### src/verilog/pim_defs.vh
`ifndef PIM_DEFS_VH
`define PIM_DEFS_VH
// Register byte offsets on the Avalon-MM slave
`define PIM_REG_CTRL 8'h00
`define PIM_REG_PSW 8'h04
`define PIM_REG_LEVEL 8'h08
`define PIM_REG_MASK 8'h0C
`define PIM_REG_CSEL 8'h10
`define PIM_REG_MEN 8'h14
`define PIM_REG_PEND 8'h18
`define PIM_REG_STAT 8'h1C
`define PIM_REG_WDOG 8'h20
`define PIM_REG_MCH 8'h24
`define PIM_REG_MMODE 8'h28
`define PIM_REG_SAVE 8'h2C
`define PIM_REG_CHREC 3'h2
// Field positions
`define PIM_CTRL_WDT_FIRST 0
`define PIM_CTRL_HALT 1
`define PIM_CTRL_STOP 2
`define PIM_WDOG_EN 0
`define PIM_WDOG_RESTART 1
`define PIM_PSW_GATE 9
`define PIM_PSW_BANK 12
`define PIM_MODE_TO_SFR 0
`define PIM_MODE_WORD 1
`define PIM_MODE_INC 2
// Reset values
`define PIM_RST_LEVEL 15'h7FFF
`define PIM_RST_MASK 15'h7FFF
`define PIM_RST_MCH 32'hFFFFFFFF
`define PIM_RST_PSW 16'h0000
// Sources allowed to use autonomous transfer
`define PIM_MACRO_CAP 15'h3BF5
// Fixed vectors
`define PIM_VEC_RESET 16'h0000
`define PIM_VEC_BREAK 16'h003E
`define PIM_VEC_NMI 16'h0002
`define PIM_VEC_WDT 16'h000A
`define PIM_VEC_UD0A 16'h001A
`define PIM_VEC_UD0B 16'h001C
`define PIM_VEC_UD1A 16'h001E
`define PIM_VEC_UD1B 16'h0020
`define PIM_VEC_EXT0 16'h0004
`define PIM_VEC_EXT1 16'h0006
`define PIM_VEC_EXT2 16'h0008
`define PIM_VEC_TMR0 16'h000E
`define PIM_VEC_TMR1 16'h0010
`define PIM_VEC_TMR2 16'h0012
`define PIM_VEC_SFLT 16'h0022
`define PIM_VEC_SRX 16'h0024
`define PIM_VEC_STX 16'h0026
`define PIM_VEC_CONV 16'h0028
`define PIM_VEC_TICK 16'h000C
// Kinds of offered entry
`define PIM_K_BOOT 3'h0
`define PIM_K_BREAK 3'h1
`define PIM_K_NMI 3'h2
`define PIM_K_WDT 3'h3
`define PIM_K_MASK 3'h4
// Timing
`define PIM_CLK_MHZ 20
`define PIM_WDT_MIN_US 5500
`endif

### src/verilog/pim_ctrl.v
`include "pim_defs.vh"
module pim_ctrl #(
  parameter NSRC = 15,
  parameter NCH = 8,
  parameter WDT_CYCLES = `PIM_WDT_MIN_US * `PIM_CLK_MHZ
) (
  input wire mclk,
  input wire sys_rst,
  input wire [7:0] avs_address,
  input wire avs_read,
  input wire avs_write,
  input wire [31:0] avs_writedata,
  input wire [3:0] avs_byteenable,
  output wire [31:0] avs_readdata,
  output wire avs_waitrequest,
  input wire [14:0] reqFlag,
  input wire extNmiPin,
  input wire swBreak,
  output wire cpuReq,
  output wire [15:0] cpuVector,
  output wire cpuCtxSwitch,
  input wire cpuAck,
  input wire [15:0] cpuPc,
  output wire [15:0] cpuPsw,
  output wire cpuHalted,
  output wire clockStopped,
  output wire memReq,
  output wire memWe,
  output wire memWord,
  output wire [15:0] memAddr,
  output wire [15:0] memWdata,
  input wire [15:0] memRdata,
  input wire memAck,
  output wire sfrReq,
  output wire sfrWe,
  output wire sfrWord,
  output wire [7:0] sfrSel,
  output wire [15:0] sfrWdata,
  input wire [15:0] sfrRdata,
  input wire sfrAck
);
  localparam [4:0] S_IDLE = 5'b00001;
  localparam [4:0] S_OFFER = 5'b00010;
  localparam [4:0] S_SRC = 5'b00100;
  localparam [4:0] S_DST = 5'b01000;
  localparam [4:0] S_UPD = 5'b10000;

  reg [4:0] st_q;
  reg busAck_q;
  reg [31:0] rdata_q;
  reg [2:0] ctrl_q;
  reg [15:0] psw_q;
  reg [14:0] level_q;
  reg [14:0] mask_q;
  reg [14:0] csel_q;
  reg [14:0] men_q;
  reg [14:0] pend_q;
  reg [31:0] mch_q;
  reg [23:0] mmode_q;
  reg [15:0] savePc_q;
  reg [15:0] savePsw_q;
  reg [31:0] chRec [0:NCH-1];
  reg boot_q;
  reg brkPend_q;
  reg nmiPend_q;
  reg wdtPend_q;
  reg nmiPrev_q;
  reg halt_q;
  reg stop_q;
  reg wdtEn_q;
  reg [23:0] wdtCnt_q;
  reg cpuReq_q;
  reg [15:0] vec_q;
  reg ctx_q;
  reg [2:0] offKind_q;
  reg [3:0] offSrc_q;
  reg [2:0] xCh_q;
  reg [2:0] xMode_q;
  reg [15:0] xPtr_q;
  reg [7:0] xSel_q;
  reg [15:0] xData_q;
  reg [31:0] rdMux;
  reg chHit;
  reg [2:0] chIdx;
  wire busReq = avs_read | avs_write;
  wire wrEn = avs_write & busAck_q;
  wire nmiRise = extNmiPin & ~nmiPrev_q;
  wire [14:0] live;
  wire [44:0] lvlFlat;
  wire pickValid;
  wire [3:0] pickIdx;
  wire [31:0] rec = chRec[chIdx];
  wire [2:0] pickMode = mmode_q[3*chIdx +: 3];
  wire maskOk = psw_q[`PIM_PSW_GATE] & pickValid;
  wire [14:0] macroCap = `PIM_MACRO_CAP;
  wire goMacro = men_q[pickIdx] & macroCap[pickIdx] & chHit;
  wire wdtFirst = ctrl_q[`PIM_CTRL_WDT_FIRST];
  wire [31:0] wdtLastFull = WDT_CYCLES - 1;
  wire [23:0] wdtLast = wdtLastFull[23:0];
  wire wdtRestart = wrEn && avs_address == `PIM_REG_WDOG && avs_writedata[`PIM_WDOG_RESTART];
  wire wdtFire = wdtEn_q && !stop_q && !wdtRestart && wdtCnt_q == wdtLast;
  wire [14:0] clrAck;
  wire [14:0] clrMac;
  wire [14:0] clrSw;

  function [15:0] vecOf(input [3:0] s);
    case (s)
      4'h0: vecOf = `PIM_VEC_UD0A;
      4'h1: vecOf = `PIM_VEC_UD0B;
      4'h2: vecOf = `PIM_VEC_UD1A;
      4'h3: vecOf = `PIM_VEC_UD1B;
      4'h4: vecOf = `PIM_VEC_EXT0;
      4'h5: vecOf = `PIM_VEC_EXT1;
      4'h6: vecOf = `PIM_VEC_EXT2;
      4'h7: vecOf = `PIM_VEC_TMR0;
      4'h8: vecOf = `PIM_VEC_TMR1;
      4'h9: vecOf = `PIM_VEC_TMR2;
      4'hA: vecOf = `PIM_VEC_SFLT;
      4'hB: vecOf = `PIM_VEC_SRX;
      4'hC: vecOf = `PIM_VEC_STX;
      4'hD: vecOf = `PIM_VEC_CONV;
      default: vecOf = `PIM_VEC_TICK;
    endcase
  endfunction

  function [31:0] merge(input [31:0] old, input [31:0] nw, input [3:0] be);
    merge = {be[3] ? nw[31:24] : old[31:24], be[2] ? nw[23:16] : old[23:16],
      be[1] ? nw[15:8] : old[15:8], be[0] ? nw[7:0] : old[7:0]};
  endfunction
  wire [31:0] pswMerged = merge({16'h0, psw_q}, avs_writedata, avs_byteenable);

  // Groups: counters 0-3, external 4-6, timers 7-9, serial 10-12, converter and timebase 13-14
  genvar g;
  generate
    for (g = 0; g < NSRC; g = g + 1) begin : gLvl
      localparam integer GRP = g < 4 ? 0 : g < 7 ? 1 : g < 10 ? 2 : g < 13 ? 3 : 4;
      assign lvlFlat[3*g +: 3] = level_q[3*GRP +: 3];
    end
  endgenerate

  assign live = pend_q & ~mask_q;
  pim_pick #(.N(NSRC), .LW(3)) u_pick (
    .req(live),
    .lvl(lvlFlat),
    .valid(pickValid),
    .idx(pickIdx)
  );

  integer c;
  // Find the channel assigned to the winning source
  always @* begin
    chHit = 1'b0;
    chIdx = 3'h0;
    for (c = NCH - 1; c >= 0; c = c - 1) begin
      if (mch_q[4*c +: 4] == pickIdx) begin
        chHit = 1'b1;
        chIdx = c[2:0];
      end
    end
  end

  always @* begin
    rdMux = 32'h00000000;
    if (avs_address[7:5] == `PIM_REG_CHREC) begin
      rdMux = chRec[avs_address[4:2]];
    end else begin
      case (avs_address)
        `PIM_REG_CTRL: rdMux = {29'h0, ctrl_q};
        `PIM_REG_PSW: rdMux = {16'h0, psw_q};
        `PIM_REG_LEVEL: rdMux = {17'h0, level_q};
        `PIM_REG_MASK: rdMux = {17'h0, mask_q};
        `PIM_REG_CSEL: rdMux = {17'h0, csel_q};
        `PIM_REG_MEN: rdMux = {17'h0, men_q};
        `PIM_REG_PEND: rdMux = {17'h0, pend_q};
        `PIM_REG_STAT: rdMux = {12'h0, offSrc_q, offKind_q, st_q, 2'h0, stop_q, halt_q,
          wdtPend_q, nmiPend_q, brkPend_q, boot_q};
        `PIM_REG_WDOG: rdMux = {31'h0, wdtEn_q};
        `PIM_REG_MCH: rdMux = mch_q;
        `PIM_REG_MMODE: rdMux = {8'h0, mmode_q};
        `PIM_REG_SAVE: rdMux = {savePsw_q, savePc_q};
        default: rdMux = 32'h00000000;
      endcase
    end
  end

  assign clrAck = (st_q == S_OFFER && cpuAck && offKind_q == `PIM_K_MASK) ? 15'h0001 << offSrc_q : 15'h0000;
  assign clrMac = (st_q == S_IDLE && !stop_q && !boot_q && !brkPend_q && !nmiPend_q && !wdtPend_q
    && maskOk && goMacro && rec[31:24] != 8'h00) ? 15'h0001 << pickIdx : 15'h0000;
  assign clrSw = (wrEn && avs_address == `PIM_REG_PEND) ? avs_writedata[14:0] : 15'h0000;

  integer k;
  always @(posedge mclk) begin
    if (sys_rst) begin
      st_q <= S_IDLE;
      busAck_q <= 1'b0;
      rdata_q <= 32'h00000000;
      ctrl_q <= 3'h0;
      psw_q <= `PIM_RST_PSW;
      level_q <= `PIM_RST_LEVEL;
      mask_q <= `PIM_RST_MASK;
      csel_q <= 15'h0000;
      men_q <= 15'h0000;
      pend_q <= 15'h0000;
      mch_q <= `PIM_RST_MCH;
      mmode_q <= 24'h000000;
      savePc_q <= 16'h0000;
      savePsw_q <= 16'h0000;
      for (k = 0; k < NCH; k = k + 1) begin
        chRec[k] <= 32'h00000000;
      end
      boot_q <= 1'b1;
      brkPend_q <= 1'b0;
      nmiPend_q <= 1'b0;
      wdtPend_q <= 1'b0;
      nmiPrev_q <= 1'b0;
      halt_q <= 1'b0;
      stop_q <= 1'b0;
      wdtEn_q <= 1'b0;
      wdtCnt_q <= 24'h000000;
      cpuReq_q <= 1'b0;
      vec_q <= 16'h0000;
      ctx_q <= 1'b0;
      offKind_q <= `PIM_K_BOOT;
      offSrc_q <= 4'h0;
      xCh_q <= 3'h0;
      xMode_q <= 3'h0;
      xPtr_q <= 16'h0000;
      xSel_q <= 8'h00;
      xData_q <= 16'h0000;
    end else begin
      busAck_q <= busReq & ~busAck_q;
      if (busReq && !busAck_q) begin
        rdata_q <= rdMux;
      end
      pend_q <= (pend_q & ~(clrAck | clrMac | clrSw)) | reqFlag;
      nmiPrev_q <= extNmiPin;
      if (halt_q && |live) begin
        halt_q <= 1'b0;
      end
      if (wrEn) begin
        if (avs_address[7:5] == `PIM_REG_CHREC) begin
          chRec[avs_address[4:2]] <= merge(chRec[avs_address[4:2]], avs_writedata, avs_byteenable);
        end
        case (avs_address)
          `PIM_REG_CTRL: begin
            ctrl_q <= {1'b0, avs_writedata[`PIM_CTRL_HALT], avs_writedata[`PIM_CTRL_WDT_FIRST]};
            if (avs_writedata[`PIM_CTRL_HALT]) begin
              halt_q <= 1'b1;
            end
            if (avs_writedata[`PIM_CTRL_STOP]) begin
              stop_q <= 1'b1;
            end
          end
          `PIM_REG_PSW: psw_q <= pswMerged[15:0];
          `PIM_REG_LEVEL: level_q <= avs_writedata[14:0];
          `PIM_REG_MASK: mask_q <= avs_writedata[14:0];
          `PIM_REG_CSEL: csel_q <= avs_writedata[14:0];
          `PIM_REG_MEN: men_q <= avs_writedata[14:0];
          `PIM_REG_MCH: mch_q <= avs_writedata;
          `PIM_REG_MMODE: mmode_q <= avs_writedata[23:0];
          `PIM_REG_WDOG: wdtEn_q <= avs_writedata[`PIM_WDOG_EN];
          default: ;
        endcase
      end
      // Watchdog counts while enabled and not stopped; a restart write clears it
      if (wdtRestart) begin
        wdtCnt_q <= 24'h000000;
      end else if (wdtEn_q && !stop_q) begin
        if (wdtFire) begin
          wdtCnt_q <= 24'h000000;
        end else begin
          wdtCnt_q <= wdtCnt_q + 24'h000001;
        end
      end
      case (st_q)
        S_IDLE: begin
          if (stop_q) begin
            st_q <= S_IDLE;
          end else if (boot_q) begin
            vec_q <= `PIM_VEC_RESET;
            ctx_q <= 1'b0;
            offKind_q <= `PIM_K_BOOT;
            cpuReq_q <= 1'b1;
            st_q <= S_OFFER;
          end else if (brkPend_q) begin
            vec_q <= `PIM_VEC_BREAK;
            ctx_q <= 1'b0;
            offKind_q <= `PIM_K_BREAK;
            cpuReq_q <= 1'b1;
            st_q <= S_OFFER;
          end else if (wdtPend_q && (wdtFirst || !nmiPend_q)) begin
            vec_q <= `PIM_VEC_WDT;
            ctx_q <= 1'b0;
            offKind_q <= `PIM_K_WDT;
            cpuReq_q <= 1'b1;
            st_q <= S_OFFER;
          end else if (nmiPend_q) begin
            vec_q <= `PIM_VEC_NMI;
            ctx_q <= 1'b0;
            offKind_q <= `PIM_K_NMI;
            cpuReq_q <= 1'b1;
            st_q <= S_OFFER;
          end else if (maskOk) begin
            if (goMacro && rec[31:24] != 8'h00) begin
              xCh_q <= chIdx;
              xMode_q <= pickMode;
              xPtr_q <= rec[15:0];
              xSel_q <= rec[23:16];
              st_q <= S_SRC;
            end else begin
              if (goMacro) begin
                men_q[pickIdx] <= 1'b0;
              end
              vec_q <= vecOf(pickIdx);
              ctx_q <= csel_q[pickIdx];
              offKind_q <= `PIM_K_MASK;
              offSrc_q <= pickIdx;
              cpuReq_q <= 1'b1;
              st_q <= S_OFFER;
            end
          end
        end
        S_OFFER: begin
          if (cpuAck) begin
            cpuReq_q <= 1'b0;
            psw_q[`PIM_PSW_GATE] <= 1'b0;
            if (ctx_q) begin
              savePc_q <= cpuPc;
              savePsw_q <= psw_q;
              psw_q[`PIM_PSW_BANK +: 3] <= lvlFlat[3*offSrc_q +: 3];
            end
            case (offKind_q)
              `PIM_K_BOOT: boot_q <= 1'b0;
              `PIM_K_BREAK: brkPend_q <= 1'b0;
              `PIM_K_NMI: nmiPend_q <= 1'b0;
              `PIM_K_WDT: wdtPend_q <= 1'b0;
              default: ;
            endcase
            st_q <= S_IDLE;
          end
        end
        S_SRC: begin
          if (xMode_q[`PIM_MODE_TO_SFR] ? memAck : sfrAck) begin
            xData_q <= xMode_q[`PIM_MODE_TO_SFR] ? memRdata : sfrRdata;
            st_q <= S_DST;
          end
        end
        S_DST: begin
          if (xMode_q[`PIM_MODE_TO_SFR] ? sfrAck : memAck) begin
            st_q <= S_UPD;
          end
        end
        S_UPD: begin
          if (xMode_q[`PIM_MODE_INC]) begin
            chRec[xCh_q][15:0] <= xPtr_q + (xMode_q[`PIM_MODE_WORD] ? 16'h0002 : 16'h0001);
          end
          chRec[xCh_q][31:24] <= chRec[xCh_q][31:24] - 8'h01;
          st_q <= S_IDLE;
        end
        default: st_q <= S_IDLE;
      endcase
      // Set after the offer logic so a timeout in the acceptance cycle is kept
      if (wdtFire) begin
        wdtPend_q <= 1'b1;
      end
      if (swBreak) begin
        brkPend_q <= 1'b1;
      end
      if (nmiRise) begin
        nmiPend_q <= 1'b1;
        stop_q <= 1'b0;
      end
    end
  end

  assign avs_waitrequest = busReq & ~busAck_q;
  assign avs_readdata = rdata_q;
  assign cpuReq = cpuReq_q;
  assign cpuVector = vec_q;
  assign cpuCtxSwitch = ctx_q;
  assign cpuPsw = psw_q;
  assign cpuHalted = halt_q | stop_q;
  assign clockStopped = stop_q;
  assign memReq = (st_q == S_SRC && xMode_q[`PIM_MODE_TO_SFR]) || (st_q == S_DST && !xMode_q[`PIM_MODE_TO_SFR]);
  assign memWe = st_q == S_DST;
  assign memWord = xMode_q[`PIM_MODE_WORD];
  assign memAddr = xPtr_q;
  assign memWdata = xData_q;
  assign sfrReq = (st_q == S_SRC && !xMode_q[`PIM_MODE_TO_SFR]) || (st_q == S_DST && xMode_q[`PIM_MODE_TO_SFR]);
  assign sfrWe = st_q == S_DST;
  assign sfrWord = xMode_q[`PIM_MODE_WORD];
  assign sfrSel = xSel_q;
  assign sfrWdata = xData_q;
endmodule // pim_ctrl

### src/verilog/pim_pick.v
module pim_pick #(
  parameter N = 15,
  parameter LW = 3
) (
  input wire [N-1:0] req,
  input wire [N*LW-1:0] lvl,
  output reg valid,
  output reg [3:0] idx
);
  reg [LW-1:0] best;
  integer i;
  // Lowest level wins; equal levels go to the lower source number
  always @* begin
    valid = 1'b0;
    idx = 4'h0;
    best = {LW{1'b1}};
    for (i = N - 1; i >= 0; i = i - 1) begin
      if (req[i] && (!valid || lvl[i*LW +: LW] <= best)) begin
        valid = 1'b1;
        idx = i[3:0];
        best = lvl[i*LW +: LW];
      end
    end
  end
endmodule // pim_pick

### config.mk
export PLATFORM = sky130hd
export DESIGN_NAME = pim_ctrl
export DESIGN_NICKNAME = d
export VERILOG_FILES = /design/src/verilog/pim_ctrl.v /design/src/verilog/pim_pick.v
export VERILOG_INCLUDE_DIRS = /design/src /design/src/verilog
export SDC_FILE = /design/constraint.sdc
export NUM_CORES = 1
export LEC_CHECK = 0
export ABC_AREA = 1
export BUFFER_PORTS_ARGS = -buffer_cell sky130_fd_sc_hd__buf_2
export CAP_MARGIN = 20
export CELL_PAD_IN_SITES_DETAIL_PLACEMENT = 1
export CELL_PAD_IN_SITES_GLOBAL_PLACEMENT = 2
export CORE_MARGIN = 2
export CORE_UTILIZATION = 34
export CTS_BUF_LIST = sky130_fd_sc_hd__clkbuf_4
export DETAILED_ROUTE_END_ITERATION = 12
export GPL_TIMING_DRIVEN = 0
export PLACE_DENSITY_LB_ADDON = 0.1
export SLEW_MARGIN = 20
export SYNTH_ARGS = -nofsm -noshare
export SYNTH_HDL_FRONTEND = slang
export SYNTH_SLANG_ARGS = --single-unit
### constraint.sdc
create_clock -name mclk -period 13.8 [get_ports mclk]
set_clock_uncertainty 0.05 [all_clocks]
set_input_delay 2.76 -clock mclk [delete_from_list [all_inputs] [get_ports mclk]]
set_output_delay 2.76 -clock mclk [all_outputs]
set_load 0.02 [all_outputs]
# [Yosys cells after proc, flatten, opt, wreduce, memory -nomap -nowiden]
# Memories as Yosys holds them, arrays and structs flattened. A register that Yosys moved wholly into a read port is not among the register bits.
# Index checks and enable logic that the tools add are counted.
[word_totals] out_inout_bits=131 n_memories=3 input_bits=116 mem_bits_ro=96 wordCells=421 register_bits=322 ram_bits=256
[memory_table] name="chRec" words=8 width=32 rd=3 rd_clocked_by_memory_dff=1 write_ports=8 line_no="pim_ctrl.v:62" source="reg [31:0] chRec [0:NCH-1];"
[memory_table] name="(name not given)" words=16 width=5 rd=1 rd_clocked_by_memory_dff=0 write_ports=0 line_no="pim_ctrl.v:107" source="case (s)"
[memory_table] name="(name not given)" words=16 width=1 rd=1 rd_clocked_by_memory_dff=0 write_ports=0 line_no="pim_ctrl.v:96" source="wire goMacro = men_q[pickIdx] & macroCap[pickIdx] & chHit;"
[classes] addsub=3 bitwise=25 mul=2 shift=4 n_reduce_logical=118 n_lt_le_gt_ge=16 n_eq_ne=38 mux=177
[op_table] cell="case mux 32 bit (12 select lines)" n=1
[op_table] cell="two-way mux 15 bit" n=17
[op_table] cell="two-way mux 16 bit" n=7
[op_table] cell="two-way mux 3 bit" n=37
[op_table] cell="two-way mux 32 bit" n=3
[op_table] cell="two-way mux 1 bit" n=75
[op_table] cell="OR reduction 32 bit" n=2
[op_table] cell="two-way mux 4 bit" n=15
[op_table] cell="AND 15 bit" n=3
[op_table] cell="two-way mux 5 bit" n=9
[op_table] cell="inverter 15 bit" n=3
[op_table] cell="bitwise OR 15 bit" n=3
[op_table] cell="indexed part select 45 x 7 -> 3 bit" n=1
[op_table] cell="less-or-equal comparator 3 bit" n=14
[op_table] cell="two-way mux 8 bit" n=5
[op_table] cell="logical AND 1 bit" n=39
[op_table] cell="== test 4 bit" n=8
[op_table] cell="== test 8 x 5 -> 1 bit, second input constant" n=4
[op_table] cell="== test 8 x 6 -> 1 bit, second input constant" n=4
[op_table] cell="<< shifter 1 x 4 -> 15 bit, first input constant" n=2
[op_table] cell="adder 24 x 1 -> 24 bit, second input constant" n=1
[op_table] cell="== test 24 x 17 -> 1 bit, second input constant" n=1
[op_table] cell="two-way mux 24 bit" n=1
[op_table] cell="AND reduction 3 bit" n=8
[op_table] cell="45 further kinds" n=120

# [Depth between registers and ports, before layout]
# Gate-level depths: netlist (run 1).
# An unclocked memory read counts as a cell.
[logic_depth] depth_word=79 depth_mapped=131 depth_no_buf=131

# [Hierarchy]
# A second synthesis (run 1) with hierarchy kept.
[unflattened] hier_cells=4049 area_unflattened_um2=31696.6
[modules_own_cells] mod="pim_ctrl" seq_area_each_um2=13973.4 n_inst=1 area_each_um2=29812.3 cells_per_inst=3722
[modules_own_cells] mod="pim_pick" seq_area_each_um2=0.0 n_inst=1 area_each_um2=1884.3 cells_per_inst=327

# [Least setup slack after synthesis (run 1)]
# No wires, ideal clock.
[synth_timing] path_kind="flip-flop to flip-flop" start="reg mask_q[13]" end="reg xPtr_q[6], in the netlist memAddr[6]" setup_time_ns=0.143 synth_period_minus_slack_ns=15.306 slack_ns=-1.506 arrival_ns=15.113 path_stages_with_launch=123 required_time_ns=13.607 path_buffers=3 cell_sequence="dfxtp_1 inv_1 nand2_2 nand2_4 inv_1 nor2_1 ha_1 a21oi_1 nand2_1 nand2_1 nand2_1 o21ai_0 inv_1 ha_1 a21oi_1 o21ai_0 nand3_1 nand2_1 [... 87 more ...] nand2_1 a21oi_2 nand2_1 a21oi_1 nand2_1 nand2_1 nand2_1 nand2_1 nand2_1 nand2_1 nand2_2 buf_6 buf_4 buf_2 o211ai_1 nand3_1 nand3_2 a21oi_2"
[synth_via] elab_chain_len=69 elab_cells_between_ends=131 classes_between="13 x order compare; 8 x eq/ne; 60 x mux; 5 x bitwise; 43 x reduce/logical; 2 x memory"
[synth_rtl] element="start: declaration" line_no="pim_ctrl.v:54" source="reg [14:0] mask_q;"
[synth_rtl] element="start signal: assignment" line_no="pim_ctrl.v:200" source="mask_q <= `PIM_RST_MASK;"
[synth_rtl] element="start signal: assignment" line_no="pim_ctrl.v:256" source="`PIM_REG_MASK: mask_q <= avs_writedata[14:0];"
[synth_rtl] element="inverter 15 bit *" line_no="pim_ctrl.v:141" source="assign live = pend_q & ~mask_q;"
[synth_rtl] element="AND 15 bit *" line_no="pim_ctrl.v:141"
[synth_rtl] element="logical AND 1 bit *" line_no="pim_pick.v:18" source="if (req[i] && (!valid || lvl[i*LW +: LW] <= best)) begin"
[synth_rtl] element="two-way mux 3 bit or two-way mux 1 bit (tied branches)" line_no="pim_pick.v:18"
[synth_rtl] element="less-or-equal comparator 3 bit or logical NOT 1 bit (tied branches)" line_no="pim_pick.v:18"
[synth_rtl] element="logical OR 1 bit" line_no="pim_pick.v:18"
[synth_rtl] element="logical AND 1 bit" line_no="pim_pick.v:18"
[synth_rtl] element="two-way mux 3 bit or two-way mux 1 bit (tied branches)" line_no="pim_pick.v:18"
[synth_rtl] element="[... 46 more ...]"
[synth_rtl] element="logical AND 1 bit" line_no="pim_pick.v:18"
[synth_rtl] element="two-way mux 4 bit" line_no="pim_pick.v:18"
[synth_rtl] element="== test 4 bit" line_no="pim_ctrl.v:155" source="if (mch_q[4*c +: 4] == pickIdx) begin"
[synth_rtl] element="two-way mux 3 bit (8 in a row)" line_no="pim_ctrl.v:155"
[synth_rtl] element="memory (8 x 32 bit)"
[synth_rtl] element="nonzero test 8 bit" line_no="pim_ctrl.v:304" source="if (goMacro && rec[31:24] != 8'h00) begin"
[synth_rtl] element="logical AND 1 bit" line_no="pim_ctrl.v:304"
[synth_rtl] element="AND reduction 8 bit (no line)"
[synth_rtl] element="end signal: assignment" line_no="pim_ctrl.v:307" source="xPtr_q <= rec[15:0];"
[synth_rtl] element="end: declaration" line_no="pim_ctrl.v:79" source="reg [15:0] xPtr_q;"
# Mark *: on every way between the ends. The rest lies on a longest branch, timed or not. The select of a mux whose other input is x is not followed.
# A chain may end at the register's enable or synchronous reset.

# [Worst setup path after layout (run 1)]
[layout_timing] start="reg pend_q[13]" end="reg xMode_q[0]"
[layout_via] elab_chain_len=68 elab_cells_between_ends=132 classes_between="1 x mul; 13 x order compare; 8 x eq/ne; 1 x shift; 60 x mux; 4 x bitwise; 43 x reduce/logical; 2 x memory"
[layout_rtl] element="start: declaration" line_no="pim_ctrl.v:57" source="reg [14:0] pend_q;"
[layout_rtl] element="start signal: assignment" line_no="pim_ctrl.v:235" source="pend_q <= (pend_q & ~(clrAck | clrMac | clrSw)) | reqFlag;"
[layout_rtl] element="AND 15 bit *" line_no="pim_ctrl.v:141"
[layout_rtl] element="logical AND 1 bit *" line_no="pim_pick.v:18"
[layout_rtl] element="branches (longest 66 deep; another with less-or-equal comparator 3 bit)"
[layout_rtl] element="end signal: assignment" line_no="pim_ctrl.v:306" source="xMode_q <= pickMode;"
[layout_rtl] element="end: declaration" line_no="pim_ctrl.v:78" source="reg [2:0] xMode_q;"
# Every way passes the cells marked *. The select of a mux whose other input is x is not followed.

==> metrics.md, run 1 <==
| Metric | Value |
|---|---|
| Global-route wire length before repair | about 240000 µm |
| Clock buffer count from CTS | roughly 170 |
| Worst setup EP type | flip-flop |
| Area growth syn-to-layout | 24.9% |
| TritonCTS clock tree | done |
| Fin. Hold Viols | 0 |
| Fill cells | 11194 |
| Largest net degree at the start of global routing | 17 |
| CTS Buffer Depth | 3 |
| Library cells used by synthesis | around 70 |
| Post-Synth Adder-Cell Area | 0.0204 |
| Post-route DRC violation count | 0 |
| Peak supply drop | between 70 and 80 µV |
| Max Clk Rate | approximately 61 MHz |
| Clock slew at reported path FFs | 0.06 ns |
| Layout cells sized above 1 | 0.226 |
| Setup_tns | -185.20 ns |
| Relative slew slack | 0.159 |
| Initial core utilization | 0.344 |
| Synth area leader | edfxtp_1 |
| Top Ports | 247 |
| Grt met2 use | 0.571 |
| Post-Synth Simple-Gate Area | 0.175 |
| Routing usage on met1 | 0.449 |
| Crit path time final | 16.27 ns |
| Count leader, synth | nand2_1 |
| WP data arrival | 17.22 ns |
| RD Place Congestion | between 0.9 and 1 |
| Max-Cap Viols | 0 |
| Crit share post-route | 1.18 |
| Layout Nets | 4656 |
| Slew @ Worst Pin | roughly 1.3 ns |
| Startpoint types | flip-flop |
| Gr ovfl total | 0 |
| Share of flip-flops with an asynchronous set or reset | 0 |
| Synth cell count leaders | 510 x nand2_1, 435 x inv_1, 396 x nor2_1 |
| Synth area leaders | edfxtp_1 24%, dfxtp_1 20%, nand2_1 6.0% |
| Worst hold path type | reg2reg |
| Cell mode on critical path | nand2_4 |
| Core Footprint | about 0.092 mm² |
| Failing checks | setup timing |
| Synth Area in XOR/XNOR | 0.0105 |
| Row count | around 110 |
| Dpl hpwl | 128000 µm |
| Placed Area | ~0.035 mm² |
| Main combinational cell family by area after synthesis | compound AO/OA/AOI/OAI gates |
| Via count | about 34000 |
| Primary FF master, synth | dfxtp_1 |
| Static leakage | 15.9 nW |
| WP data required | around 15 ns |
| Layer with the highest usage | met2 |
| Synth Area in Compound Gates | 0.255 |
| Post-synth EDFFs | ~260 |
| Area of the multi-input gates | approximately 0.016 mm² |
| Syn avg cell area | around 8 µm² |
| Initial DRC count | about 3500 |
| Clk_lat worst skew | between 1 and 1.5 ns |
| Cts hold-fix bufs | 0 |
| YS warnings | 0 |
| Final wirelength | about 180000 µm |
| Cell family with most CP delay | simple AND/OR/NAND/NOR gates |
| Max incr delay on CP | between 0.3 and 0.4 ns |
| Sequential standard cell area | 0.0140 mm² |
| Clock root cell | clkbuf_4 |
| Final setup fails | 79 |
| Wirelength per Cell | 29.9 µm |
| Final setup margin | -2.47 ns |
| DRT antenna net count | 0 |
| PwrDens | between 100 and 150 mW/mm² |
| Via density | 5.88 |
| DR pass1 iterations | 6 |
| Finished Cell Area | just under 0.04 mm² |
| Slowest stage cell, crit path | dfxtp_4 |
| Post-synth top area share | 0.243 |
| GR Util met3 | 0.0691 |
| Buf/Inv on CP | 16 |
| CP Class | reg2reg |
| Pins Over Slew Limit | 0 |
| RSZ-0062 raised after global routing | yes |
| Cell Area, Synth | between 0.03 and 0.04 mm² |
| IO Port Bufs | about 230 |
| CTS Sinks | 570 |
| Post-synthesis sequential area ratio | 0.441 |
| Die width | just over 300 µm |
| Die Area | roughly 0.096 mm² |
| Cells after synthesis | around 4000 |
| Flops & latches, synth | between 500 and 600 |
| Vias in the first global route | 33859 |
| GRT Total Usage | 0.355 |
| Status | complete, but fails checks |
| Multiplexer share of the synthesized area | 0.00379 |
| Initial antenna violation count | 5 |
| H-tree Lvls | 4 |
| CP max FO | 12 |
| Die height | roughly 300 µm |
what timing repair did:
item,CTS,global route
pin swaps,99,119
setup buffers,61,48
gates resized for setup,242,175
gates cloned,1,6
setup endpoints to repair,79,79
report_power, final:
| group | switching (mW) | internal (mW) |
|---|---|---|
| registers | 0.0328 | 1.80 |
| clock network | 0.842 | 0.947 |
| logic | 0.302 | 0.0937 |
| total | 1.18 | 2.85 |
layout by cell type (no fill, tap or decap), types with 21 or more instances in the layout:
master | netlist | final
a22oi_1 | 55 | 55
edfxtp_1 | 256 | 256
o21ai_0 | 351 | 281
a21oi_1 | 314 | 283
buf_4 | 30 | 130
nand3_1 | 169 | 150
dfxtp_1 | 314 | 309
clkbuf_4 | 0 | 265
nor3_1 | 41 | 40
nor2_1 | 396 | 376
nand2_4 | 10 | 30
nand2_1 | 510 | 468
o211ai_1 | 92 | 92
nand3_2 | 24 | 34
o2bb2ai_1 | 38 | 38
nand2_2 | 19 | 35
clkbuf_1 | 179 | 148
a221oi_1 | 59 | 59
o2111ai_1 | 21 | 21
nor4_1 | 24 | 22
o22ai_1 | 225 | 225
buf_2 | 26 | 233
a21oi_2 | 22 | 48
xor2_1 | 25 | 25
o21ai_1 | 33 | 68
clkinv_1 | 15 | 45
inv_1 | 435 | 428
ha_1 | 50 | 31
area by class of cell:
class,instances,share of cell area
inverters,475,0.0477
clock buffers,260,0.0493
well taps,1243,0.0393
flip-flops and latches,570,0.353
clock inverters,44,0.00794
plain buffers,253,0.0381
diodes,5,0.000316
repair buffers,349,0.0584
multi-input cells,2669,0.406
per-layer routing:
layer / share of wire / vias to the layer above
li1: - / 15202
met1: 0.40 / 17112
met2: 0.46 / 1734
met3: 0.082 / 446
met4: 0.057 / 0
met5: 0 / -
state kept, by name (all words and copies together), names as in the netlist, 15 cells and up, named ones only:
signal        flops
chRec           256
avs_readdata     32
mch_q            32
mmode_q          24
wdtCnt_q         24
cpuPsw           16
memAddr          16
memWdata         16
savePc_q         16
savePsw_q        16
csel_q           15
level_q          15
mask_q           15
men_q            15
pend_q           15
final timing paths:
path | from | end | slack (ns) | cells past startpoint
hold reg to reg | savePsw_q[0] | savePsw_q[0] | 0.40 | 2
hold / removal | savePsw_q[0] | savePsw_q[0] | 0.40 | 2
setup reg to reg | pend_q[13] | xMode_q[0] | -2.47 | 120
setup / recovery | pend_q[13] | xMode_q[0] | -2.47 | 120
metrics by stage:
stage                     std cells  setup WS [ns]  power, mW   util  hold WS, ns
final                          5868          -2.47       4.02  0.430        0.400
after global routing           5868          -3.53       4.14  0.430        0.431
after CTS                      5809          -2.13       4.02  0.417        0.399
after detailed placement       5445          -4.67       2.25  0.377        0.390
after global placement         5444          -4.37       2.24  0.377        0.387
after floorplan                3970         -0.837       2.05      -        0.374
cell families (layout without fill, tap and decap cells):
logic type / after synthesis / in the layout
AO/OA/AOI/OAI: 1308 / 1308
XOR/XNOR: 38 / 38
adder cells (fa/ha/maj): 51 / 51
buffers and inverters: 731 / 1381
flip-flops: 570 / 570
multiplexers: 12 / 12
other: 1 / 16
AND/OR/NAND/NOR: 1249 / 1249
worst register-to-register path, delay by kind of cell (launching register included):
family | cells | cell delay [ns]
simple gates | 54 | 5.54
compound gates | 36 | 4.18
fa+ha+maj | 14 | 4.02
buf+inv | 16 | 2.06
flops | 1 | 0.36
(Power assumes the default switching activity.)
==> run 2: changes to the inputs <==
==> constraint.sdc (replaced) <==
create_clock -name mclk -period 13.8 [get_ports mclk]
set_clock_uncertainty 0.05 [all_clocks]
set_input_delay 0.69 -clock mclk [delete_from_list [all_inputs] [get_ports mclk]]
set_output_delay 0.69 -clock mclk [all_outputs]
set_load 0.02 [all_outputs]
==> run 2 against run 1 <==
  * The flow still finishes with violations (setup timing)
  * Core utilization grew 0.76 points
  * First-iteration DRC count up 0.94%
  * Critical path depth rose by 1
  * Via count is 0.95% higher
  * Sequential cell count did not move
  * Design area up 1.8%
  * Worst hold slack worse by 0.33 ns
  * Sequential power about the same
  * Fmax increased by 0.18%
  * Critical path type unchanged
  * Critical endpoint unchanged
  * Largest cell class unchanged
==> metrics.md, run 2 (synthesis results as in run 1) <==
| Metric | Value |
|---|---|
| Status | complete, but fails checks |
| Failing checks | setup timing |
| Die Area | 0.0956 mm² (unchanged) |
| Vias in the first global route | 34475 (+1.8%) |
| Initial antenna violation count | 8 (+3) |
| Crit share post-route | 1.18 (-0.00209) |
| Clock slew at reported path FFs | 0.06 ns (about the same) |
| Cell mode on critical path | nand2_4 |
| Max-Cap Viols | 0 (unchanged) |
| Clock network fraction of design power | 0.443 (-0.002) |
| Crit path time final | 16.24 ns (-0.0289 ns) |
| DRT antenna net count | 0 (unchanged) |
| Final wirelength | 176000 µm (+0.26%) |
| DR pass1 iterations | 6 (unchanged) |
| Setup_tns | -181.73 ns (+3.47 ns) |
| Final core utilization | 0.438 (+0.00759) |
| Static leakage | 16.2 nW (+1.8%) |
| PwrDens | 100 mW/mm² (-1.2%) |
| Placed Area | 0.0347 mm² (unchanged) |
| Row count | 111 (unchanged) |
| Relative slew slack | 0.184 (+0.0253) |
| Top Ports | 247 (unchanged) |
| IO Port Bufs | 231 (unchanged) |
| RD Place Congestion | 0.985 (unchanged) |
| Logic pwr share | 0.103 (+0.005) |
| Largest net degree at the start of global routing | 17 (unchanged) |
| Die width | 309 µm (unchanged) |
| Slowest stage cell, crit path | dfxtp_4 |
| RSZ-0062 raised after global routing | yes |
| WP data required | 14.77 ns (+0.02 ns) |
| Clock buffer count from CTS | 171 (unchanged) |
| Clock root cell | clkbuf_4 |
| Gr ovfl total | 0 (unchanged) |
| Fin Hold WS | 0.0719 ns (-0.328 ns) |
| H-tree Lvls | 4 (unchanged) |
| WP data arrival | 17.20 ns (-0.02 ns) |
| Die height | 309 µm (unchanged) |
| Max incr delay on CP | 0.36 ns (about the same) |
| Startpoint types | flip-flop |
| Layout Nets | 4736 (+1.7%) |
| Dpl hpwl | 128000 µm (unchanged) |
| Internal Pwr Total | 2.86 mW (+0.57%) |
| Finished Cell Area | 0.0403 mm² (+1.8%) |
| Top reg by flops | chRec |
| Via density | 5.85 (-0.47%) |
| Fin. Hold Viols | 0 (unchanged) |
| Pins Over Slew Limit | 0 (unchanged) |
| Area growth syn-to-layout | 27.2% |
| Worst hold path type | in2reg |
| Sequential standard cell area | 0.0140 mm² (unchanged) |
| Most common cell after layout, fill and taps aside | nand2_1 |
| Area of the multi-input gates | 0.0160 mm² (-0.32%) |
| Net Switching | 1.18 mW (+0.46%) |
| Place WS | -4.67 ns (unchanged) |
| Via count | 34822 (+0.95%) |
| Total chip power | 4.04 mW (+0.54%) |
| CTS Sinks | 570 (unchanged) |
| Switching part of the total | 0.292 (about the same) |
| TritonCTS clock tree | done |
| CP max FO | 7 (-5) |
| Post-route DRC violation count | 0 (unchanged) |
| Flop pwr share | 0.454 (-0.003) |
| Final setup margin | -2.44 ns (+0.0289 ns) |
| Final instance count without filler cells | 5952 (+1.4%) |
| Max FFs per register | 256 (unchanged) |
| Layout cells sized above 1 | 0.218 (-0.00853) |
| Max Clk Rate | 61.6 MHz (+0.18%) |
| Slew @ Worst Pin | 1.22 ns (-0.0379 ns) |
| Worst setup EP type | flip-flop |
| Initial DRC count | 3552 (+0.94%) |
| GRT Total Usage | 0.357 (+0.00236) |
| Post-placement cell count | 5445 (unchanged) |
| Wirelength per Cell | 29.5 µm (-1.2%) |
| Core Footprint | 0.0919 mm² (unchanged) |
| Clk_lat worst skew | 1.15 ns (+0.02 ns) |
| Fill cells | 11186 (-0.071%) |
| Final setup fails | 79 (unchanged) |
| CTS Buffer Depth | 3 (unchanged) |
| Peak supply drop | 78.3 µV (+4.3%) |
| CP Class | reg2reg |
| Global-route wire length before repair | 245000 µm (+0.90%) |
| Initial core utilization | 0.344 (unchanged) |
| Most frequent cells in the layout | 469 x nand2_1, 428 x inv_1, 374 x nor2_1 |
-- run 2: power groups by stage --
stage               sequential [mW]  clock (mW)  combinational (mW)
floorplan                      1.87           0               0.177
global placement               1.87           0               0.374
detailed placement             1.87           0               0.375
CTS                            1.84        1.80               0.399
global route                   1.84        1.89               0.433
finish                         1.84        1.79               0.416
-- run 2: worst paths after layout --
path	startpoint	end	slack [ns]	cells after the start
worst min-delay path	avs_writedata[3]	level_q[3]	0.07	3
worst min register to register	savePsw_q[0]	savePsw_q[0]	0.40	2
worst max register to register	pend_q[13]	xMode_q[0]	-2.44	121
worst max-delay path	pend_q[13]	xMode_q[0]	-2.44	121
-- run 2: layout make-up --
class                      count  area share
tap                         1243      0.0386
timing repair buffer         428      0.0761
antenna                        9    0.000559
clock inverter                44     0.00780
inverter                     475      0.0468
clock buffer                 260      0.0485
sequential                   570       0.347
multi-input combinational   2669       0.397
buffer                       254      0.0373
-- run 2: routing by layer --
metal | GRT usage | up-vias | share of wire
li1 | - | 15375 | -
met1 | 0.449 | 17257 | 0.40
met2 | 0.579 | 1706 | 0.46
met3 | 0.0688 | 482 | 0.081
met4 | 0.194 | 2 | 0.059
met5 | 0 | - | 0.000068
-- run 2: what timing repair did --
action                     in CTS  in global routing
setup endpoints to repair      79                 79
hold endpoints to repair       99                  0
gates resized for setup       242                145
pin swaps                      99                110
gates cloned                    1                  5
hold buffers                   92                  0
setup buffers                  61                 36
-- run 2: critical path: cells and delay by family, from the launching register on --
| kind | cells | cell delay [ns] |
|---|---|---|
| compound gates | 34 | 3.85 |
| fa+ha+maj | 13 | 3.80 |
| buf+inv | 15 | 1.84 |
| flops | 1 | 0.36 |
| simple gates | 59 | 6.13 |
